[src/tpio_pkg.sv]
// Purpose: Shared constants for the timer pin I/O-control decode block
// Assumes: 32-bit Avalon-MM data, byte addresses, aligned word accesses
// Notes:   Offsets are byte addresses; each register sits in the low bits
package tpio_pkg;
    // Register byte offsets
    localparam logic [4:0] TPIO_OFS_CHAN0_LOW_IO_CONTROL = 5'h00;
    localparam logic [4:0] TPIO_OFS_CHAN1_IO_CONTROL     = 5'h04;
    localparam logic [4:0] TPIO_OFS_CHAN0_MODE_REG       = 5'h08;
    localparam logic [4:0] TPIO_OFS_CHAN0_GENERAL_REG_D  = 5'h0c;
    localparam logic [4:0] TPIO_OFS_CHAN1_GENERAL_REG_B  = 5'h10;
    localparam logic [4:0] TPIO_OFS_STATUS               = 5'h14;
    // Field positions
    localparam int TPIO_CODE_HI_LSB  = 4;
    localparam int TPIO_MODE_BFB_BIT = 0;
    localparam int TPIO_ST_D_CAP     = 0;
    localparam int TPIO_ST_D_MATCH   = 1;
    localparam int TPIO_ST_B_CAP     = 2;
    localparam int TPIO_ST_B_MATCH   = 3;
    localparam int TPIO_ST_D_PIN     = 4;
    localparam int TPIO_ST_B_PIN     = 5;
    // Reset values
    localparam logic [7:0] TPIO_RST_IO_CONTROL = 8'h00;
    localparam logic       TPIO_RST_BFB        = 1'b0;
    localparam logic [3:0] TPIO_RST_FLAGS      = 4'h0;
    localparam logic       TPIO_RST_PIN        = 1'b0;
    localparam logic       TPIO_RST_HELD_LOW   = 1'b1;
    // Code decode values
    localparam logic [1:0] TPIO_ACT_HOLD   = 2'h0;
    localparam logic [1:0] TPIO_ACT_DRIVE0 = 2'h1;
    localparam logic [1:0] TPIO_ACT_DRIVE1 = 2'h2;
    localparam logic [1:0] TPIO_ACT_TOGGLE = 2'h3;
    localparam logic [3:0] TPIO_CODE_RISE  = 4'h8;
    localparam logic [3:0] TPIO_CODE_FALL  = 4'h9;
endpackage

[src/tpio_sync3.sv]
// Purpose: Three-stage pin synchroniser with agreement filter
// Assumes: Input is asynchronous to i_core_clk
// Notes:   Level changes only when stages two and three agree
module tpio_sync3 (
    // Clock and reset
    input  wire logic i_core_clk,
    input  wire logic i_reset_n,
    // Pin side
    input  wire logic i_async,
    // Core side
    output logic      o_level
);
    import tpio_pkg::*;

    typedef struct packed {
        logic s1;
        logic s2;
        logic s3;
        logic level;
    } tpio_sync_t;

    tpio_sync_t r_reg;
    tpio_sync_t r_next;

    always_comb begin
        r_next    = r_reg;
        r_next.s1 = i_async;
        r_next.s2 = r_reg.s1;
        r_next.s3 = r_reg.s2;
        if (r_reg.s2 == r_reg.s3) begin
            r_next.level = r_reg.s3;
        end
    end

    always_ff @(posedge i_core_clk) begin
        if (!i_reset_n) begin
            r_reg <= '0;
        end else begin
            r_reg <= r_next;
        end
    end

    assign o_level = r_reg.level;

    a_sync_agree_only: assert property (@(posedge i_core_clk) disable iff (!i_reset_n)
        (r_reg.s2 != r_reg.s3) |=> $stable(r_reg.level))
        else $error("sync level moved while stages disagreed");
endmodule // tpio_sync3

[src/tpio_reg_unit.sv]
// Purpose: One general register with its four-bit I/O-control decode
// Assumes: Count, running and cascade inputs come from the core clock
// Notes:   Compare acts only while counting, so a stopped counter never retoggles
module tpio_reg_unit #(
    parameter int W = 16
) (
    // Clock and reset
    input  wire logic         i_core_clk,
    input  wire logic         i_reset_n,
    // Control
    input  wire logic         i_standby,
    input  wire logic [3:0]   i_code,
    input  wire logic         i_code_wr,
    input  wire logic         i_buffer_mode,
    input  wire logic         i_running,
    // Counter and events
    input  wire logic [W-1:0] i_count,
    input  wire logic         i_pin_level,
    input  wire logic         i_cascade_evt,
    // Software access to the general register
    input  wire logic         i_gr_wr,
    input  wire logic [W-1:0] i_gr_wdata,
    output logic [W-1:0]      o_gr,
    // Pin and events
    output logic              o_pin,
    output logic              o_pin_oe,
    output logic              o_capture,
    output logic              o_match
);
    import tpio_pkg::*;

    typedef struct packed {
        logic [W-1:0] gr;
        logic         pin;
        logic         oe;
        logic         held_low;
        logic         lvl_prev;
        logic         cap_evt;
        logic         cmp_evt;
    } tpio_unit_t;

    tpio_unit_t r_reg;
    tpio_unit_t r_next;
    logic       active;
    logic       is_cmp;
    logic       rise;
    logic       fall;
    logic       cap_hit;
    logic       cmp_hit;

    always_comb begin
        r_next         = r_reg;
        r_next.cap_evt = 1'b0;
        r_next.cmp_evt = 1'b0;
        r_next.lvl_prev = i_pin_level;
        active  = !i_buffer_mode;
        is_cmp  = !i_code[3];
        rise    = i_pin_level && !r_reg.lvl_prev;
        fall    = !i_pin_level && r_reg.lvl_prev;
        cap_hit = 1'b0;
        cmp_hit = active && is_cmp && i_running && (i_count == r_reg.gr);
        if (active && !is_cmp) begin
            if (i_code[2]) begin
                cap_hit = i_cascade_evt;
            end else if (i_code[1]) begin
                cap_hit = rise || fall;
            end else if (i_code == TPIO_CODE_FALL) begin
                cap_hit = fall;
            end else begin
                cap_hit = rise;
            end
        end
        if (i_gr_wr) begin
            r_next.gr = i_gr_wdata;
        end
        // Capture beats a software write in the same cycle
        if (cap_hit) begin
            r_next.gr      = i_count;
            r_next.cap_evt = 1'b1;
        end
        if (active && is_cmp && !i_running && i_code[1:0] != TPIO_ACT_HOLD) begin
            r_next.pin = i_code[2];
        end
        if (cmp_hit) begin
            r_next.cmp_evt = 1'b1;
            case (i_code[1:0])
                TPIO_ACT_DRIVE0: r_next.pin = 1'b0;
                TPIO_ACT_DRIVE1: r_next.pin = 1'b1;
                TPIO_ACT_TOGGLE: r_next.pin = !r_reg.pin;
                default:         r_next.pin = r_reg.pin;
            endcase
        end
        if (i_code_wr) begin
            r_next.held_low = 1'b0;
        end
        if (i_standby) begin
            r_next.held_low = 1'b1;
        end
        // Low until software sets the code after reset or standby
        if (r_next.held_low) begin
            r_next.pin = 1'b0;
        end
        r_next.oe = r_next.held_low || (active && is_cmp);
    end

    always_ff @(posedge i_core_clk) begin
        if (!i_reset_n) begin
            r_reg          <= '0;
            r_reg.pin      <= TPIO_RST_PIN;
            r_reg.held_low <= TPIO_RST_HELD_LOW;
            r_reg.oe       <= 1'b1;
        end else begin
            r_reg <= r_next;
        end
    end

    assign o_gr      = r_reg.gr;
    assign o_pin     = r_reg.pin;
    assign o_pin_oe  = r_reg.oe;
    assign o_capture = r_reg.cap_evt;
    assign o_match   = r_reg.cmp_evt;

    a_held_low_pin: assert property (@(posedge i_core_clk) disable iff (!i_reset_n)
        r_reg.held_low |-> (!r_reg.pin && r_reg.oe))
        else $error("pin not low while awaiting code");
    a_toggle_on_match: assert property (@(posedge i_core_clk) disable iff (!i_reset_n)
        (cmp_hit && i_code[1:0] == TPIO_ACT_TOGGLE && !i_code_wr && !i_standby && !r_reg.held_low)
        |=> (r_reg.pin != $past(r_reg.pin)) && r_reg.cmp_evt)
        else $error("toggle missing on compare match");
    a_capture_value: assert property (@(posedge i_core_clk) disable iff (!i_reset_n)
        (active && i_code == TPIO_CODE_RISE && rise) |=> (r_reg.cap_evt && r_reg.gr == $past(i_count)))
        else $error("rising edge capture missing");
    a_buffer_silent: assert property (@(posedge i_core_clk) disable iff (!i_reset_n)
        $past(i_buffer_mode) |-> !(r_reg.cap_evt || r_reg.cmp_evt))
        else $error("event while register in buffer mode");
    a_initial_level: assert property (@(posedge i_core_clk) disable iff (!i_reset_n)
        (active && !i_code[3] && !i_running && i_code[1:0] != TPIO_ACT_HOLD && !r_next.held_low)
        |=> r_reg.pin == $past(i_code[2]))
        else $error("initial level not applied while stopped");
endmodule // tpio_reg_unit

[src/tpio_decode.sv]
// Purpose: Decode of I/O-control codes for channel 0 register D and channel 1 register B
// Assumes: Counters and register C events live outside; pins pass three sync stages
// Notes:   Avalon-MM slave with one wait state on every access
//
// Design decisions made here: the register addresses and the Avalon-MM register port.
module tpio_decode #(
    parameter int W = 16
) (
    // Clock and reset
    input  wire logic         i_core_clk,
    input  wire logic         i_reset_n,
    // Avalon-MM slave
    input  wire logic [4:0]   i_avs_address,
    input  wire logic         i_avs_read,
    input  wire logic         i_avs_write,
    input  wire logic [31:0]  i_avs_writedata,
    output logic [31:0]       o_avs_readdata,
    output logic              o_avs_waitrequest,
    // Timer core
    input  wire logic         i_standby,
    input  wire logic         i_chan0_running,
    input  wire logic         i_chan1_running,
    input  wire logic [W-1:0] i_chan0_counter,
    input  wire logic [W-1:0] i_chan1_counter,
    input  wire logic         i_chan1_count_step,
    input  wire logic         i_chan0_reg_c_event,
    // Pins
    input  wire logic         i_chan0_pin_d,
    output logic              o_chan0_pin_d,
    output logic              o_chan0_pin_d_oe,
    input  wire logic         i_chan1_pin_b,
    output logic              o_chan1_pin_b,
    output logic              o_chan1_pin_b_oe
);
    import tpio_pkg::*;

    typedef struct packed {
        logic [7:0]  ctl0;
        logic [7:0]  ctl1;
        logic        bfb;
        logic [3:0]  flags;
        logic        wait_n;
        logic [31:0] rdata;
    } tpio_top_t;

    tpio_top_t    r_reg;
    tpio_top_t    r_next;
    logic         take;
    logic         wr_ctl0;
    logic         wr_ctl1;
    logic         wr_grd;
    logic         wr_grb;
    logic [31:0]  rd_mux;
    logic [3:0]   flag_set;
    logic [3:0]   flag_clr;
    logic         lvl_d;
    logic         lvl_b;
    logic [W-1:0] grd;
    logic [W-1:0] grb;
    logic         pin_d;
    logic         pin_d_oe;
    logic         pin_b;
    logic         pin_b_oe;
    logic         cap_d;
    logic         cap_b;
    logic         match_d;
    logic         match_b;

    ////////////////////////////////////////////////////////////////////////////////
    // Pin synchronisers

    tpio_sync3 u_sync_d (
        .i_core_clk (i_core_clk),
        .i_reset_n  (i_reset_n),
        .i_async    (i_chan0_pin_d),
        .o_level    (lvl_d)
    );

    tpio_sync3 u_sync_b (
        .i_core_clk (i_core_clk),
        .i_reset_n  (i_reset_n),
        .i_async    (i_chan1_pin_b),
        .o_level    (lvl_b)
    );

    ////////////////////////////////////////////////////////////////////////////////
    // Register D of channel 0 and register B of channel 1

    tpio_reg_unit #(.W(W)) u_reg_d (
        .i_core_clk    (i_core_clk),
        .i_reset_n     (i_reset_n),
        .i_standby     (i_standby),
        .i_code        (r_reg.ctl0[TPIO_CODE_HI_LSB +: 4]),
        .i_code_wr     (wr_ctl0),
        .i_buffer_mode (r_reg.bfb),
        .i_running     (i_chan0_running),
        .i_count       (i_chan0_counter),
        .i_pin_level   (lvl_d),
        .i_cascade_evt (i_chan1_count_step),
        .i_gr_wr       (wr_grd),
        .i_gr_wdata    (i_avs_writedata[W-1:0]),
        .o_gr          (grd),
        .o_pin         (pin_d),
        .o_pin_oe      (pin_d_oe),
        .o_capture     (cap_d),
        .o_match       (match_d)
    );

    // Buffer mode only pairs register D with channel 0, so B is never blocked
    tpio_reg_unit #(.W(W)) u_reg_b (
        .i_core_clk    (i_core_clk),
        .i_reset_n     (i_reset_n),
        .i_standby     (i_standby),
        .i_code        (r_reg.ctl1[TPIO_CODE_HI_LSB +: 4]),
        .i_code_wr     (wr_ctl1),
        .i_buffer_mode (1'b0),
        .i_running     (i_chan1_running),
        .i_count       (i_chan1_counter),
        .i_pin_level   (lvl_b),
        .i_cascade_evt (i_chan0_reg_c_event),
        .i_gr_wr       (wr_grb),
        .i_gr_wdata    (i_avs_writedata[W-1:0]),
        .o_gr          (grb),
        .o_pin         (pin_b),
        .o_pin_oe      (pin_b_oe),
        .o_capture     (cap_b),
        .o_match       (match_b)
    );

    ////////////////////////////////////////////////////////////////////////////////
    // Bus slave and status

    always_comb begin
        r_next   = r_reg;
        // Accept only at the edge where waitrequest is already low
        take     = (i_avs_read || i_avs_write) && r_reg.wait_n;
        wr_ctl0  = take && i_avs_write && i_avs_address == TPIO_OFS_CHAN0_LOW_IO_CONTROL;
        wr_ctl1  = take && i_avs_write && i_avs_address == TPIO_OFS_CHAN1_IO_CONTROL;
        wr_grd   = take && i_avs_write && i_avs_address == TPIO_OFS_CHAN0_GENERAL_REG_D;
        wr_grb   = take && i_avs_write && i_avs_address == TPIO_OFS_CHAN1_GENERAL_REG_B;
        flag_clr = 4'h0;
        flag_set = 4'h0;
        rd_mux   = 32'h0000_0000;
        case (i_avs_address)
            TPIO_OFS_CHAN0_LOW_IO_CONTROL: rd_mux[7:0] = r_reg.ctl0;
            TPIO_OFS_CHAN1_IO_CONTROL:     rd_mux[7:0] = r_reg.ctl1;
            TPIO_OFS_CHAN0_MODE_REG:       rd_mux[TPIO_MODE_BFB_BIT] = r_reg.bfb;
            TPIO_OFS_CHAN0_GENERAL_REG_D:  rd_mux[W-1:0] = grd;
            TPIO_OFS_CHAN1_GENERAL_REG_B:  rd_mux[W-1:0] = grb;
            TPIO_OFS_STATUS: begin
                rd_mux[3:0]           = r_reg.flags;
                rd_mux[TPIO_ST_D_PIN] = pin_d;
                rd_mux[TPIO_ST_B_PIN] = pin_b;
            end
            default:                       rd_mux = 32'h0000_0000;
        endcase
        // Wait state drops for one cycle per request, then rises again
        r_next.wait_n = (i_avs_read || i_avs_write) && !r_reg.wait_n;
        if ((i_avs_read || i_avs_write) && !r_reg.wait_n) begin
            r_next.rdata = rd_mux;
        end
        if (wr_ctl0) begin
            r_next.ctl0 = i_avs_writedata[7:0];
        end
        if (wr_ctl1) begin
            r_next.ctl1 = i_avs_writedata[7:0];
        end
        if (take && i_avs_write && i_avs_address == TPIO_OFS_CHAN0_MODE_REG) begin
            r_next.bfb = i_avs_writedata[TPIO_MODE_BFB_BIT];
        end
        if (take && i_avs_write && i_avs_address == TPIO_OFS_STATUS) begin
            flag_clr = i_avs_writedata[3:0];
        end
        flag_set[TPIO_ST_D_CAP]   = cap_d;
        flag_set[TPIO_ST_D_MATCH] = match_d;
        flag_set[TPIO_ST_B_CAP]   = cap_b;
        flag_set[TPIO_ST_B_MATCH] = match_b;
        // A new event in the clearing cycle is kept
        r_next.flags = (r_reg.flags & ~flag_clr) | flag_set;
    end

    always_ff @(posedge i_core_clk) begin
        if (!i_reset_n) begin
            r_reg        <= '0;
            r_reg.ctl0   <= TPIO_RST_IO_CONTROL;
            r_reg.ctl1   <= TPIO_RST_IO_CONTROL;
            r_reg.bfb    <= TPIO_RST_BFB;
            r_reg.flags  <= TPIO_RST_FLAGS;
        end else begin
            r_reg <= r_next;
        end
    end

    // wait_n holds the inverse of waitrequest so the flop reset is all zero
    always_ff @(posedge i_core_clk) begin
        if (!i_reset_n) begin
            o_avs_waitrequest <= 1'b1;
        end else begin
            o_avs_waitrequest <= !r_next.wait_n;
        end
    end

    assign o_avs_readdata   = r_reg.rdata;
    assign o_chan0_pin_d    = pin_d;
    assign o_chan0_pin_d_oe = pin_d_oe;
    assign o_chan1_pin_b    = pin_b;
    assign o_chan1_pin_b_oe = pin_b_oe;

    a_wait_one_cycle: assert property (@(posedge i_core_clk) disable iff (!i_reset_n)
        ((i_avs_read || i_avs_write) && o_avs_waitrequest) |=> !o_avs_waitrequest ##1 o_avs_waitrequest)
        else $error("waitrequest did not drop for exactly one cycle");
    a_reset_low_pin: assert property (@(posedge i_core_clk)
        !i_reset_n |=> (!o_chan0_pin_d && !o_chan1_pin_b && o_chan0_pin_d_oe))
        else $error("pins not driven low after reset");
    a_drive_one_match: assert property (@(posedge i_core_clk) disable iff (!i_reset_n)
        (i_chan1_running && r_reg.ctl1[7:4] == 4'h2 && i_chan1_counter == grb && !wr_ctl1
         && !i_standby && !u_reg_b.r_reg.held_low) |=> (o_chan1_pin_b && match_b))
        else $error("drive one on match missing");
    a_drive_zero_match: assert property (@(posedge i_core_clk) disable iff (!i_reset_n)
        (i_chan0_running && !r_reg.bfb && r_reg.ctl0[7:4] == 4'h5 && i_chan0_counter == grd)
        |=> !o_chan0_pin_d)
        else $error("drive zero on match missing");
    a_cascade_step: assert property (@(posedge i_core_clk) disable iff (!i_reset_n)
        (!r_reg.bfb && r_reg.ctl0[7:6] == 2'h3 && i_chan1_count_step)
        |=> (cap_d && grd == $past(i_chan0_counter)) ##1 r_reg.flags[TPIO_ST_D_CAP])
        else $error("cascade capture on count step missing");
    a_c_event_capture: assert property (@(posedge i_core_clk) disable iff (!i_reset_n)
        (r_reg.ctl1[7:6] == 2'h3 && i_chan0_reg_c_event) |=> cap_b)
        else $error("capture on register C event missing");
    a_falling_capture: assert property (@(posedge i_core_clk) disable iff (!i_reset_n)
        (r_reg.ctl1[7:4] == TPIO_CODE_FALL && $fell(lvl_b)) |-> ##1 cap_b)
        else $error("falling edge capture missing");
    a_both_edges: assert property (@(posedge i_core_clk) disable iff (!i_reset_n)
        (r_reg.ctl1[7:5] == 3'h5 && $changed(lvl_b)) |=> cap_b)
        else $error("both edge capture missing");
    a_flag_set_wins: assert property (@(posedge i_core_clk) disable iff (!i_reset_n)
        cap_d |=> r_reg.flags[TPIO_ST_D_CAP])
        else $error("capture flag lost");
endmodule // tpio_decode

[config.mk]
export PLATFORM = sky130hd
export DESIGN_NAME = tpio_decode
export DESIGN_NICKNAME = d
export VERILOG_FILES = /design/src/tpio_pkg.sv /design/src/tpio_sync3.sv /design/src/tpio_reg_unit.sv /design/src/tpio_decode.sv
export SDC_FILE = /design/constraint.sdc
export NUM_CORES = 1
export LEC_CHECK = 0
export BUFFER_PORTS_ARGS = -buffer_cell sky130_fd_sc_hd__buf_2
export CAP_MARGIN = 20
export CORE_ASPECT_RATIO = 0.9
export CORE_UTILIZATION = 30
export CTS_BUF_LIST = sky130_fd_sc_hd__clkbuf_8
export DETAILED_ROUTE_END_ITERATION = 6
export GPL_TIMING_DRIVEN = 0
export PLACE_DENSITY = 0.61
export SYNTH_ARGS = -nofsm -noshare
export SYNTH_HDL_FRONTEND = slang
export SYNTH_SLANG_ARGS = --single-unit
export TNS_END_PERCENT = 50
[constraint.sdc]
create_clock -name i_core_clk -period 2.1 [get_ports i_core_clk]
set_input_delay 0.105 -clock i_core_clk [delete_from_list [all_inputs] [get_ports i_core_clk]]
set_output_delay 0.105 -clock i_core_clk [all_outputs]
set_load 0.02 [all_outputs]
### Yosys cells after proc, flatten, opt, wreduce, memory -nomap -nowiden

Cells that the tools add are included.

| storage, ports and cells | value |
|---|---|
| word-level logic and storage cells | 135 |
| register bits | 91 |
| input bits | 80 |
| output and inout bits | 37 |

| cells by class | value |
|---|---|
| eq/ne operators | 19 |
| muxes and demuxes | 31 |
| bitwise operators | 4 |
| reductions and logical operators | 52 |

Operators by type and width:

| kind | number |
|---|---|
| 2-to-1 mux 16 bit | 4 |
| equality test 16 bit | 2 |
| one-hot mux 5 bit (5 select lines) | 1 |
| logical AND 1 bit | 23 |
| 2-to-1 mux 1 bit | 20 |
| one-hot mux 8 bit (2 select lines) | 1 |
| zero test 1 bit | 13 |
| nonzero test 2 bit | 6 |
| equality test 5 x 4 -> 1 bit (second input constant) | 2 |
| equality test 5 bit (second input constant) | 2 |
| equality test 2 bit (second input constant) | 4 |
| equality test 4 bit (second input constant) | 2 |
| inequality test 4 bit (second input constant) | 2 |
| one-hot mux 2 bit (4 select lines) | 1 |
| one-hot mux 1 bit (3 select lines) | 2 |
| one-hot mux 1 bit (6 select lines) | 1 |
| equality test 5 x 3 -> 1 bit (second input constant) | 1 |
| zero test 5 bit | 1 |
| logical OR 1 bit | 5 |
| bitwise AND 4 bit | 1 |
| equality test 2 x 1 -> 1 bit (second input constant) | 2 |
| 2-to-1 mux 4 bit | 1 |
| inverter 4 bit | 1 |
| bitwise OR 4 bit | 1 |
| 4 further kinds | 7 |

### Longest topological paths before layout

Gate-level depths: netlist of run 1.

| logic depth | value |
|---|---|
| depth in word-level cells | 8 |
| gate-level depth with buffers | 8 |
| gate-level depth less buffers | 7 |

### Cells and area by module

Synthesis of run 1 repeated with hierarchy kept, for this count alone.

| second synthesis, totals | value |
|---|---|
| cell total of the unflattened synthesis | 555 |
| area total of the unflattened synthesis | 5012.3 µm² |

Modules (own cells, without submodules):

| module | seq. area each (µm²) | area each (µm²) | times used | cells each |
|---|---|---|---|---|
| tpio_reg_unit | 440.4 | 1347.5 | 2 | 150 |
| tpio_decode | 780.7 | 2084.5 | 1 | 235 |
| tpio_sync3 | 80.1 | 116.4 | 2 | 10 |

### Least setup slack after synthesis of run 1

No wires, ideal clock.

| timing | value |
|---|---|
| path kind | reg-to-reg |
| start | register r_reg[43] (netlist bit) |
| end | register u_reg_b.r_reg (netlist bit u_reg_b.o_gr[10]) |
| arrival time | 1.667 ns |
| setup slack | 0.348 ns |
| path buffers | 1 |
| cell stages (with the launch flop) | 9 |
| required time | 2.014 ns |
| clock period less this slack | 1.752 ns |
| library setup time | 0.086 ns |
| cell sequence | dfxtp_1 inv_1 ha_1 mux2i_1 a21oi_1 o21ai_1 clkbuf_1 nor2_1 a211oi_1 |

| on the way | value |
|---|---|
| cells in the longest elaborated chain, start to end | 6 |
| elaborated cells on any way between the ends | 7 |
| classes of those cells | eq/ne (1); mux (5); reduce/logical (1) |

Ends and longest elaborated chain:

| element | RTL line | source |
|---|---|---|
| start, declared | tpio_decode.sv:46 | `tpio_top_t r_reg;` |
| start signal, assigned | tpio_decode.sv:190 | `r_reg <= r_next;` |
| equality test 4 bit | tpio_reg_unit.sv:67 | `end else if (i_code == TPIO_CODE_FALL) begin` |
| 2-to-1 mux 1 bit | tpio_reg_unit.sv:67 |  |
| 2-to-1 mux 1 bit * | tpio_reg_unit.sv:65 | `end else if (i_code[1]) begin` |
| 2-to-1 mux 1 bit * | tpio_reg_unit.sv:63 | `if (i_code[2]) begin` |
| 2-to-1 mux 1 bit * | tpio_reg_unit.sv:62 | `if (active && !is_cmp) begin` |
| 2-to-1 mux 16 bit / nonzero test 2 bit (equally long branches) | -- |  |
| end signal, assigned | tpio_reg_unit.sv:113 | `r_reg <= r_next;` |
| end, declared | tpio_reg_unit.sv:42 | `tpio_unit_t r_reg;` |

Mark *: on every way between the ends. The rest lies on a longest branch, timed or not.
A chain may end at the register's enable or synchronous reset.

### Worst setup path in the final report of run 1

| timing | value |
|---|---|
| start | register r_reg[51] (netlist bit) |
| end | register u_reg_d.r_reg (netlist bit u_reg_d.o_gr[12]) |

| on the way | value |
|---|---|
| cells in the longest elaborated chain, start to end | 6 |
| elaborated cells on any way between the ends | 7 |
| classes of those cells | eq/ne (1); mux (5); reduce/logical (1) |

Ends and longest elaborated chain:

| element | RTL line |
|---|---|
| equality test 4 bit | tpio_reg_unit.sv:67 |
| 2-to-1 mux 1 bit | tpio_reg_unit.sv:67 |
| 2-to-1 mux 1 bit * | tpio_reg_unit.sv:65 |
| 2-to-1 mux 1 bit * | tpio_reg_unit.sv:63 |
| 2-to-1 mux 1 bit * | tpio_reg_unit.sv:62 |
| 2-to-1 mux 16 bit / nonzero test 2 bit (equally long branches) | -- |
| end signal, assigned | tpio_reg_unit.sv:113 |
| end, declared | tpio_reg_unit.sv:42 |

Marked as above.

==> results of run 1 <==
-- report_power, final --
part           switching [mW]  leakage, nW  internal, mW
Clock                   0.645       0.0852         0.426
Sequential            0.00596        0.735          1.73
Combinational           0.189         1.73         0.115
Total                   0.841         2.55          2.28
-- cell usage after synthesis (3+ instances only) --
| cell | number | area, um^2 |
|---|---|---|
| a211oi_1 | 17 | 128 |
| a21oi_1 | 28 | 140 |
| a22o_1 | 5 | 43.8 |
| a22oi_1 | 13 | 97.6 |
| and2_1 | 10 | 62.6 |
| buf_1 | 3 | 11.3 |
| buf_4 | 34 | 255 |
| buf_6 | 3 | 33.8 |
| clkbuf_1 | 13 | 48.8 |
| dfxtp_1 | 91 | 1820 |
| ha_1 | 12 | 150 |
| inv_1 | 15 | 56.3 |
| mux2_2 | 9 | 101 |
| mux2i_1 | 57 | 571 |
| nand2_1 | 23 | 86.3 |
| nand2b_1 | 3 | 18.8 |
| nor2_1 | 50 | 188 |
| nor2b_1 | 3 | 18.8 |
| nor3_1 | 3 | 15.0 |
| nor4_1 | 8 | 50.1 |
| o2111ai_1 | 3 | 26.3 |
| o21ai_0 | 35 | 175 |
| or3_1 | 3 | 18.8 |
| xnor2_1 | 11 | 96.3 |
| xor2_1 | 18 | 158 |
-- worst min-delay path, delay by kind of cell --
family	cells	cell delay [ns]
buf+inv	1	0.11
compound gates	1	0.05
simple gates	1	0.09
-- kinds of logic (layout without fill, tap and decap cells) --
kind of cell / count (synthesis) / after routing / synth area share, %
AND/OR/NAND/NOR: 117 / 117 / 12.4
AO/OA/AOI/OAI: 114 / 114 / 15.4
flip-flops: 91 / 91 / 39.3
buffers and inverters: 71 / 172 / 9.05
multiplexers: 67 / 67 / 15.0
XOR/XNOR: 29 / 29 / 5.48
adder cells (fa/ha/maj): 12 / 12 / 3.24
other: 1 / 16 / 0.0809
-- per-stage QoR --
step                      cells  setup TNS, ns
final                       816              0
after global placement      798        -0.0921
after floorplan             517              0
after CTS                   816              0
after detailed placement    798          -1.09
after global routing        816        -0.0772
-- per-layer routing --
metal / up-vias / routed length [um] / track usage [%]
met5: - / 0 / 0
met4: 0 / 234 / 5.68
met3: 18 / 1040 / 3.63
met2: 161 / 6290 / 27.3
met1: 1872 / 6250 / 24.0
li1: 1944 / - / -
-- layout by cell type (no fill, tap or decap), types with 4 or more instances in the layout --
master / n
a22oi_1: 13
inv_1: 15
xnor2_1: 11
mux2_2: 9
a22o_1: 5
and2_1: 10
conb_1: 16
a211oi_1: 16
dfxtp_1: 91
nor4_1: 8
buf_2: 85
a21oi_1: 28
o21ai_0: 35
xor2_1: 18
clkbuf_1: 7
clkbuf_2: 5
buf_4: 34
clkbuf_8: 9
nand2_1: 23
nor2_1: 50
mux2i_1: 57
ha_1: 12
clkinv_2: 4
-- cell type report --
type / count / area (um^2) / area share, %
Buffer: 55 / 369 / 6.64
Clock buffer: 9 / 124 / 2.23
Clock inverter: 7 / 43.8 / 0.787
Inverter: 16 / 60.1 / 1.08
Multi-Input combinational cell: 355 / 2460 / 44.2
Sequential cell: 91 / 1820 / 32.7
Tap cell: 198 / 248 / 4.45
Timing Repair Buffer: 85 / 435 / 7.83
-- path summary, 6_finish.rpt --
kind	start	slack, ns	endpoint
setup reg to reg	r_reg[51]	0.09	u_reg_d.o_gr[12]
setup / recovery	r_reg[51]	0.09	u_reg_d.o_gr[12]
hold reg to reg	u_sync_b.r_next[2]	0.44	u_sync_b.r_next[1]
hold / removal	i_chan1_counter[10]	0.04	u_reg_b.o_gr[10]
-- repair_timing --
| action | CTS | global route |
|---|---|---|
| pin swaps | 0 | 1 |
| hold buffers | 2 | 0 |
| setup endpoints to repair | 26 | 26 |
| endpoints found under the hold margin | 2 | 0 |
| buffers inserted | 0 | 0 |
| resized for setup | 6 | 5 |
==> results.txt, run 1 <==
----------------------------------------------------
[Run status]
  Result of the run ... complete, no violations

[Synth]
  Post-Synthesis Cells ... around 500
  Prevailing post-synth register cell ... dfxtp_1
  Distinct cells, synth ... slightly above 50
  Post-synthesis sequential area ratio ... between 30% and 40%
  Post-synth EDFFs ... 0
  Yosys synthesis warning count ... 0
  Share of async-settable or async-resettable flops after synthesis ... 0%
  Average cell area after synthesis ... just over 9 um^2
  Synthesized area ... ~4600 um^2
  Synthesized flop and latch total ... 91

[Final layout]
  Ratio of cells with drive above 1 in the final layout ... 26.4%
  Count of fill cells added during filler insertion ... between 1,500 and 2,000
  Number of flip-flops in the largest register ... 22
  NumNets Final ... 705
  Area added between synthesis and finish ... 20.1%
  Finished Cell Area ... about 5600 um^2
  Fraction of the core area covered by cells at the end of the flow ... a little under two fifths
  Count of antenna diodes in the layout ... 0

[Drt]
  Count of TritonRoute iterations in the first routing pass ... 5
  Remaining number of nets flagged by the antenna check after routing ... 0
  First-iteration detailed-routing DRC count ... 297
  Routed vias/inst ... slightly below 5
  Overall via count from detail_route ... about 4,000
  Number of remaining DRC errors ... 0
  Routed wirelength normalized by instance count ... about 17 um
  Detailed Route WL ... between 10,000 and 15,000 um

[Timing]
  Highest Clock Rate ... 498 MHz
  Number of endpoints failing setup at the final stage ... 0
  Worst hold-check slack ... roughly 0.039 ns
  Fin crit period ... roughly 2.0 ns
  Max transition margin ... between 20 and 30%
  Tcrit/Tclk final ... 95.6%
  Slew of the pin with the lowest slew margin ... about 1.1 ns
  Final Max Tran Viols ... 0
  Worst Clk Skew ... between 0.01 and 0.015 ns
  Endpoints failing hold ... 0
  Post-layout worst setup margin ... 0.0931 ns

[Global routing]
  Global routing usage summed across all routing layers ... between 10% and 20%
  Largest net degree at the start of global routing ... 16
  Global-route wire length before repair ... roughly 21,000 um
  Overall overflow remaining after global route ... 0
  Antenna violations before repair ... 0
  Vias in the first global route ... ~3,800

[Clocking]
  Clock insertion delay at the later pin of the skew report ... approximately 0.36 ns
  Root buffer cell ... clkbuf_8
  Clock input transition at the sequential cells of the worst setup and hold paths ... ~0.090 ns
  CTS tree ... built
  Number of clock sinks seen by CTS ... 91
  Clock buffers created by TritonCTS ... 9
  Htree depth ... 3
  Maximum clock insertion buffer count ... 2

[Setup path]
  Critical path class ... flop to flop
  Req. time, crit path ... about 2.4 ns
  Critical path launch point type ... flop
  Largest stage delay on the critical path ... about 0.47 ns
  Total number of cells along the worst setup path ... 8
  Chain of cells forming the critical path ... inv_1 > ha_1 > mux2i_1 > a211oi_2 > o21ai_2 > clkbuf_2 > o21ai_0 > a21oi_1
  Largest fanout on the critical path ... 10
  Slowest stage cell, crit path ... dfxtp_1
  Count of buffer and inverter cells on the critical path ... 2
  Endpoint arrival time on the critical path ... 2.30 ns
  Worst Setup End Kind ... flop
  Depth of the worst register-to-register path ... 8
  Gate family responsible for the most delay along the worst path ... compound AO/OA/AOI/OAI gates

[Min path]
  Hold Path Class ... input pin to flop
  Hold Crit Depth ... 3

[Floorplanning]
  Count of boundary I/O pins ... 117
  DIE HEIGHT ... 120 um
  Effective utilization at floorplan ... a little under a third
  Die boundary width ... ~130 um
  Area of the core ... 14,900 um^2
  Die footprint ... ~16,000 um^2
  Row cnt ... 42

[Place]
  Number of port buffers ... between 80 and 90
  Routability congestion estimate ... just under 0.9
  Placed cell area ... around 5400 um^2
  Estimated wirelength of the detail-placed design ... 10,700 um
  Post-Place Setup Slack ... -0.0886 ns

[Power]
  Power Density ... ~560 nW/um^2
  Overall power of the completed layout ... a little over 3 mW
  Leakage dissipation ... around 2.6 nW
  IR drop worst, VDD ... 0.000254 V

[Run]
  Maxcap violations ... 0

----------------------------------------------------
No activity file was read; power rests on OpenSTA's default activity.
==> inputs of run 2 (changes only) <==
--- a/config.mk
+++ b/config.mk
@@ -11,9 +11,9 @@
 export CORE_UTILIZATION = 30
 export CTS_BUF_LIST = sky130_fd_sc_hd__clkbuf_8
 export DETAILED_ROUTE_END_ITERATION = 6
-export GPL_TIMING_DRIVEN = 0
 export PLACE_DENSITY = 0.61
 export SYNTH_ARGS = -nofsm -noshare
 export SYNTH_HDL_FRONTEND = slang
+export SYNTH_HIERARCHICAL = 1
 export SYNTH_SLANG_ARGS = --single-unit
 export TNS_END_PERCENT = 50
==> run 2 against run 1 <==
  * The run now ends with design-rule violations left
  * Count of clock-buffer cells in the layout did not move
  * Setup slack improved by 0.099 ns
  * Core utilization fell by 2.8 points
  * Non-clock buffer count fell by 29
  * Die area rose by 8.1%
  * Final cell count rose by 0.37%
  * First-iteration DRC count rose by 13%
  * Total power rose by 6.9%
  * Worst hold slack got worse by 0.021 ns
  * Critical path depth fell by 3
  * Clock skew fell by 0.0017 ns
  * Critical path type unchanged
==> results.txt, run 2 <==
----------------------------------------------------
[Global routing]
  Global routing usage summed across all routing layers ... 16.1% (-1.5 points)
  Largest net degree at the start of global routing ... 34 (+18)
  Antenna violations before repair ... 0 (unchanged)
  Grt peak-use layer ... met1
  Global-route track usage on met1 ... 24.0% (+0.059 points)
  Global-route wire length before repair ... 20,900 um (-1.0%)
  Met3 track demand over resource in global routing ... 3.84% (+0.21 points)
  Vias in the first global route ... 3,721 (-2.9%)
  Met2 Use GR ... 22.0% (-5.4 points)
  Overall overflow remaining after global route ... 0 (unchanged)

[Synth]
  Post-synthesis sequential area ratio ... 36.3% (-3.0 points)
  Top cells by count, synth ... 91 x dfxtp_1, 64 x buf_4, 49 x nor2_1
  Adder-cell share of the synthesized area ... 3.00% (-0.25 points)
  Compound-Gate Fraction of Synth Area ... 16.0% (+0.55 points)
  Top-area cell type share of the netlist area ... 36.3% (-3.0 points)
  Distinct cells, synth ... 55 (+7.8%)
  Average cell area after synthesis ... 9.03 um^2 (-2.1%)
  Post-synth EDFFs ... 0 (unchanged)
  Library cell with the highest instance count after synthesis ... dfxtp_1
  Synthesized-area fraction occupied by xor and xnor cells ... 5.59% (+0.11 points)
  Synthesized flop and latch total ... 91 (unchanged)
  Post-Synthesis Cells ... 555 (+11%)
  Top cells by area, synth ... dfxtp_1 36%, mux2i_1 9.6%, buf_4 9.6%
  Fraction of synthesized area in multiplexers ... 10.5% (-4.5 points)
  Cell type with the largest total area after synthesis ... dfxtp_1
  Main combinational cell family by area after synthesis ... compound AO/OA/AOI/OAI gates
  Yosys synthesis warning count ... 6 (+6)
  Share of async-settable or async-resettable flops after synthesis ... 0% (unchanged)
  Prevailing post-synth register cell ... dfxtp_1
  Simple logic cell fraction of the synthesized area ... 15.0% (+2.6 points)
  Synthesized area ... 5010 um^2 (+8.2%)

[Drt]
  Number of remaining DRC errors ... 14 (+14)
  First-iteration detailed-routing DRC count ... 335 (+13%)
  Overall via count from detail_route ... 3,929 (-1.7%)
  Routed wirelength normalized by instance count ... 16.1 um (-4.9%)
  Remaining number of nets flagged by the antenna check after routing ... 0 (unchanged)
  Routed vias/inst ... 4.80 (-2.0%)
  Detailed Route WL ... 13,200 um (-4.5%)
  Count of TritonRoute iterations in the first routing pass ... 7 (+2)

[Min path]
  Hold Crit Endpoint ... u_reg_d/o_gr[8]
  Hold Path Origin ... i_chan0_counter[8]
  Hold Crit Depth ... 3 (unchanged)
  Hold Path Class ... input pin to flop

[Clocking]
  Clock input transition at the sequential cells of the worst setup and hold paths ... 0.09 ns (about the same)
  Clock insertion delay at the later pin of the skew report ... 0.37 ns (about the same)
  Hold bufs inserted after CTS ... 3 (+1)
  Number of setup buffers added after CTS ... 0 (unchanged)
  Clock buffers created by TritonCTS ... 9 (unchanged)
  Count of cells resized by post-cts repair ... 0 (-6)
  CTS tree ... built
  Htree depth ... 3 (unchanged)
  Maximum clock insertion buffer count ... 2 (unchanged)
  Number of clock sinks seen by CTS ... 91 (unchanged)
  Root buffer cell ... clkbuf_8

[Floorplanning]
  Die footprint ... 17,200 um^2 (+8.1%)
  DIE HEIGHT ... 125 um (+3.9%)
  Effective utilization at floorplan ... 30.9% (-0.29 points)
  Area of the core ... 16,200 um^2 (+9.2%)
  Row cnt ... 44 (+4.8%)
  Count of boundary I/O pins ... 117 (unchanged)
  Die boundary width ... 138 um (+4.0%)

[Setup path]
  Endpoint arrival time on the critical path ... 2.17 ns (-0.13 ns)
  Gate family responsible for the most delay along the worst path ... simple AND/OR/NAND/NOR gates
  Slowest stage cell, crit path ... nor4_2
  Worst flop-to-flop path startpoint ... u_reg_b/o_gr[11]
  Req. time, crit path ... 2.36 ns (-0.03 ns)
  Chain of cells forming the critical path ... xor2_1 > nor4_2 > nand3_1 > o31a_1 > nor4b_1
  Critical path launch point type ... flop
  Depth of the worst register-to-register path ... 5 (-3)
  Largest fanout on the critical path ... 3 (-7)
  Count of buffer and inverter cells on the critical path ... 0 (-2)
  Endpoint of the most critical register-to-register path ... u_reg_b/o_pin
  Critical path class ... flop to flop
  Minimum setup slack among reg-to-reg paths ... 0.19 ns (+0.10 ns)
  Worst Setup End Kind ... flop
  Largest stage delay on the critical path ... 0.39 ns (-0.08 ns)
  Total number of cells along the worst setup path ... 5 (-3)

[Run status]
  Result of the run ... complete, but fails checks
  Violated checks ... design-rule violations

[Timing]
  Worst hold-check slack ... 0.0182 ns (-0.0208 ns)
  Fin crit period ... 1.91 ns (-0.0991 ns)
  Tcrit/Tclk final ... 90.8% (-4.7 points)
  Unrepaired setup endpoints after global routing ... no
  Highest Clock Rate ... 524 MHz (+5.2%)
  Slew of the pin with the lowest slew margin ... 0.592 ns (-0.460 ns)
  Worst Clk Skew ... 0.00843 ns (-0.00173 ns)
  Final Max Tran Viols ... 0 (unchanged)
  Max transition margin ... 60.4% (+32 points)
  TNS Setup ... 0 ns (unchanged)
  Number of endpoints failing setup at the final stage ... 0 (unchanged)
  Endpoints failing hold ... 0 (unchanged)

[Final layout]
  Sequential standard cell area ... 1820 um^2 (unchanged)
  Area of the multi-input gates ... 2590 um^2 (+5.1%)
  Count of fill cells added during filler insertion ... 1,693 (+11%)
  Leading cell type in the layout, fill and taps excluded ... dfxtp_1
  Post-layout instance count excluding filler cells ... 819 (+0.37%)
  NumNets Final ... 699 (-0.85%)
  Ratio of cells with drive above 1 in the final layout ... 23.5% (-2.8 points)
  Fraction of the core area covered by cells at the end of the flow ... 34.6% (-2.8 points)
  Count of antenna diodes in the layout ... 0 (unchanged)
  Most used cells in the layout excluding fill and tap cells ... 91 x dfxtp_1, 84 x buf_2, 49 x nor2_1
  Number of flip-flops in the largest register ... 22 (unchanged)
  Area added between synthesis and finish ... 12.1%

[Place]
  Estimated wirelength of the detail-placed design ... 10,300 um (-4.3%)
  Number of port buffers ... 84 (+1.2%)
  Routability congestion estimate ... 0.866 (-2.5%)
  Cell Count Post-Placement ... 800 (+0.25%)

[Run]
  Maxcap violations ... 0 (unchanged)

[Power]
  IR drop worst, VDD ... 0.000274 V (+7.8%)
  Leakage dissipation ... 2.15 nW (-16%)
  Power Density ... 593 nW/um^2 (+5.8%)

----------------------------------------------------
[run 2: metal layers]
layer	routed length (um)	vias up
met1	6670	1841
met3	858	12
met5	0	-
li1	-	1959
met2	5430	117
met4	228	0
[run 2: cells by family (layout without fill, tap and decap cells)]
logic type      Yosys count  after routing
compound gates          114            114
xor+xnor                 32             32
fa+ha+maj                12             12
buf+inv                 108            147
flops                    91             91
mux                      52             52
other cells               1             19
simple gates            145            145
[run 2: worst max path at each step]
stage	to	slack [ns]	start
detailed placement	u_reg_b/o_pin	0.24	u_reg_b/o_gr[2]
global route	u_reg_b/o_gr[5]	0.06	r_reg[42]
finish	u_reg_b/o_pin	0.19	u_reg_b/o_gr[11]
floorplan	u_reg_d/o_gr[0]	0.16	i_avs_address[3]
global placement	u_reg_d/o_pin_oe	0.25	i_avs_address[4]
CTS	u_reg_b/o_pin	0.22	u_reg_b/o_gr[2]
[run 2: per-stage QoR]
step           total power [mW]  area [um^2]  setup WS [ns]
4_1_cts                    3.35         5620          0.216
3_3_place_gp               2.06         5380          0.253
3_5_place_dp               2.06         5380          0.240
6_report                   3.33         5620          0.192
5_1_grt                    3.47         5620         0.0641
2_1_floorplan              1.94         5080          0.156
[run 2: where the power goes]
group / internal, mW / total, mW / switching, mW
Sequential: 1.73 / 1.74 / 0.00577
Clock: 0.658 / 1.30 / 0.646
Combinational: 0.105 / 0.286 / 0.182
Total: 2.50 / 3.33 / 0.833
[run 2: final cells by class]
cell class	instances	share of cell area, %
well taps	207	4.61
clock inverters	7	1.49
flip-flops and latches	91	32.4
inverters	20	1.34
repair buffers	111	11.9
clock buffers	9	2.20
multi-input cells	374	46.0
[run 2: worst reg2reg max path: cells and delay by family (launching register included)]
family,cells,cell delay (ns)
and+or+nand+nor,3,0.97
DFF,1,0.34
xor gates and xnor gates,1,0.17
AOI/OAI and AO/OA,1,0.33
==> inputs of run 3 (changes only) <==
--- a/config.mk
+++ b/config.mk
@@ -8,10 +8,10 @@
 export BUFFER_PORTS_ARGS = -buffer_cell sky130_fd_sc_hd__buf_2
 export CAP_MARGIN = 20
 export CORE_ASPECT_RATIO = 0.9
-export CORE_UTILIZATION = 30
+export CORE_UTILIZATION = 25
 export CTS_BUF_LIST = sky130_fd_sc_hd__clkbuf_8
 export DETAILED_ROUTE_END_ITERATION = 6
-export PLACE_DENSITY = 0.61
+export PLACE_DENSITY = 0.54
 export SYNTH_ARGS = -nofsm -noshare
 export SYNTH_HDL_FRONTEND = slang
 export SYNTH_HIERARCHICAL = 1
==> run 3 against run 2 <==
  * The flow now finishes without violations
  * Setup slack better by 0.10 ns
  * Maximum frequency is 5.6% higher
  * Die area is 20% higher
  * Worst hold slack worse by 0.0047 ns
  * Clock power is 9% lower
  * Wire length is 8.1% higher
==> results.txt, run 3 (synthesis gave the netlist of run 2 again) <==
----------------------------------------------------
[Run status]
  Result of the run ... complete, no violations

[Final layout]
  Fraction of the core area covered by cells at the end of the flow ... 29.7% (-4.9 points)
  NumNets Final ... 708 (+1.3%)
  Leading cell type in the layout, fill and taps excluded ... dfxtp_1
  Number of flip-flops in the largest register ... 22 (unchanged)
  Most used cells in the layout excluding fill and tap cells ... 91 x dfxtp_1, 84 x buf_2, 49 x nor2_1
  Ratio of cells with drive above 1 in the final layout ... 22.7% (-0.82 points)
  Area added between synthesis and finish ... 14.8%
  Finished Cell Area ... 5750 um^2 (+2.4%)

[Timing]
  Final Max Tran Viols ... 0 (unchanged)
  Unrepaired setup endpoints after global routing ... no
  Fin crit period ... 1.81 ns (-0.102 ns)
  Slew of the pin with the lowest slew margin ... 0.541 ns (-0.0511 ns)
  Worst Clk Skew ... 0.0167 ns (+0.00830 ns)
  Max transition margin ... 63.6% (+3.2 points)
  Endpoints failing hold ... 0 (unchanged)
  TNS Setup ... 0 ns (unchanged)
  Highest Clock Rate ... 554 MHz (+5.6%)
  Number of endpoints failing setup at the final stage ... 0 (unchanged)
  Tcrit/Tclk final ... 86.0% (-4.9 points)
  Worst hold-check slack ... 0.0136 ns (-0.00465 ns)

[Place]
  Placed cell area ... 5410 um^2 (+0.44%)
  Number of port buffers ... 84 (unchanged)
  Routability congestion estimate ... 0.827 (-4.5%)
  Estimated wirelength of the detail-placed design ... 10,900 um (+6.0%)

[Setup path]
  Critical path launch point type ... flop
  Critical path class ... flop to flop
  Largest stage delay on the critical path ... 0.38 ns (about the same)
  Gate family responsible for the most delay along the worst path ... compound AO/OA/AOI/OAI gates
  Count of buffer and inverter cells on the critical path ... 2 (+2)
  Chain of cells forming the critical path ... inv_1 > ha_1 > mux2_2 > o211ai_1 > a211o_1 > buf_12 > nor2_1 > a211oi_1
  Largest fanout on the critical path ... 33 (+30)
  Endpoint arrival time on the critical path ... 2.11 ns (-0.06 ns)
  Req. time, crit path ... 2.41 ns (+0.05 ns)
  Slowest stage cell, crit path ... dfxtp_1
  Worst Setup End Kind ... flop

[Clocking]
  Maximum clock insertion buffer count ... 2 (unchanged)
  Number of clock sinks seen by CTS ... 91 (unchanged)
  Clock input transition at the sequential cells of the worst setup and hold paths ... 0.09 ns (about the same)
  Clock buffers created by TritonCTS ... 9 (unchanged)
  Clock insertion delay at the later pin of the skew report ... 0.39 ns (+0.02 ns)
  CTS tree ... built
  Htree depth ... 3 (unchanged)
  Root buffer cell ... clkbuf_8
  Count of cells resized by post-cts repair ... 0 (unchanged)

[Drt]
  Detailed Route WL ... 14,300 um (+8.1%)
  Number of remaining DRC errors ... 0 (-14)
  Remaining number of nets flagged by the antenna check after routing ... 0 (unchanged)
  First-iteration detailed-routing DRC count ... 277 (-17%)
  Count of TritonRoute iterations in the first routing pass ... 5 (-2)
  Routed wirelength normalized by instance count ... 16.4 um (+1.6%)
  Overall via count from detail_route ... 3,898 (-0.79%)
  Routed vias/inst ... 4.47 (-6.8%)

[Global routing]
  Largest net degree at the start of global routing ... 34 (unchanged)
  Antenna violations before repair ... 1 (+1)
  Global-route wire length before repair ... 22,100 um (+5.3%)
  Vias in the first global route ... 3,867 (+3.9%)
  Overall overflow remaining after global route ... 0 (unchanged)
  Global routing usage summed across all routing layers ... 14.5% (-1.5 points)

[Floorplanning]
  Effective utilization at floorplan ... 25.8% (-5.0 points)
  Die boundary width ... 151 um (+9.4%)
  DIE HEIGHT ... 136 um (+9.4%)
  Die footprint ... 20,600 um^2 (+20%)
  Row cnt ... 48 (+9.1%)
  Area of the core ... 19,400 um^2 (+19%)
  Count of boundary I/O pins ... 117 (unchanged)

[Min path]
  Hold Path Class ... input pin to flop

[Power]
  IR drop worst, VDD ... 0.000191 V (-30%)
  Power Density ... 562 nW/um^2 (-5.2%)
  Leakage dissipation ... 2.16 nW (+0.55%)

[Run]
  Maxcap violations ... 0 (unchanged)

----------------------------------------------------
[run 3: worst paths after layout]
| path | slack (ns) | cells after the start | endpoint | start |
|---|---|---|---|---|
| setup / recovery | 0.29 | 8 | u_reg_d/o_gr[11] | u_sync_d/o_level |
| hold / removal | 0.01 | 3 | u_reg_b/o_gr[14] | i_chan1_counter[14] |
| setup reg to reg | 0.29 | 8 | u_reg_d/o_gr[11] | u_sync_d/o_level |
| hold reg to reg | 0.44 | 1 | u_sync_b/r_next[1] | u_sync_b/r_next[2] |
[run 3: final cells by class]
type                            count  area, um^2
Fill cell                        2091       13600
Multi-Input combinational cell    374        2590
Sequential cell                    91        1820
Timing Repair Buffer              120         768
Tap cell                          250         313
Clock buffer                       10         138
Inverter                           20        75.1
Clock inverter                      6        46.3
Antenna cell                        1        2.50
[run 3: per-stage QoR]
stage,std cells,power (mW),setup slack (ns)
finish,872,3.23,0.294
global placement,839,2.07,0.257
CTS,871,3.28,0.288
global route,871,3.37,0.161
floorplan,573,1.94,0.156
detailed placement,839,2.07,0.233
[run 3: metal layers]
layer  GRT usage, %  share of wire, %  up-vias
li1               -                 -     1980
met1           20.5                51     1814
met2           21.5                43       92
met3           3.32               5.1       12
met4           5.17               1.5        0
met5              0                 0        -
[run 3: worst reg2reg max path, delay by kind of cell, from the launching register on]
family / cells / cell delay, ns
AOI/OAI and AO/OA: 3 / 0.58
buffers and inverters: 2 / 0.26
DFF: 1 / 0.38
and+or+nand+nor: 1 / 0.08
muxes: 1 / 0.26
adders and majority gates: 1 / 0.18
[run 3: timing repair]
action / 4_1_cts / 5_1_grt
setup buffers: 0 / 0
endpoints found under the hold margin: 16 / 0
hold buffers: 16 / 0
[run 3: power breakdown]
| part | total (mW) | switching (mW) | internal [mW] |
|---|---|---|---|
| Clock | 1.18 | 0.708 | 0.473 |
| Combinational | 0.309 | 0.192 | 0.117 |
| Sequential | 1.74 | 0.00550 | 1.73 |
| Total | 3.23 | 0.906 | 2.32 |
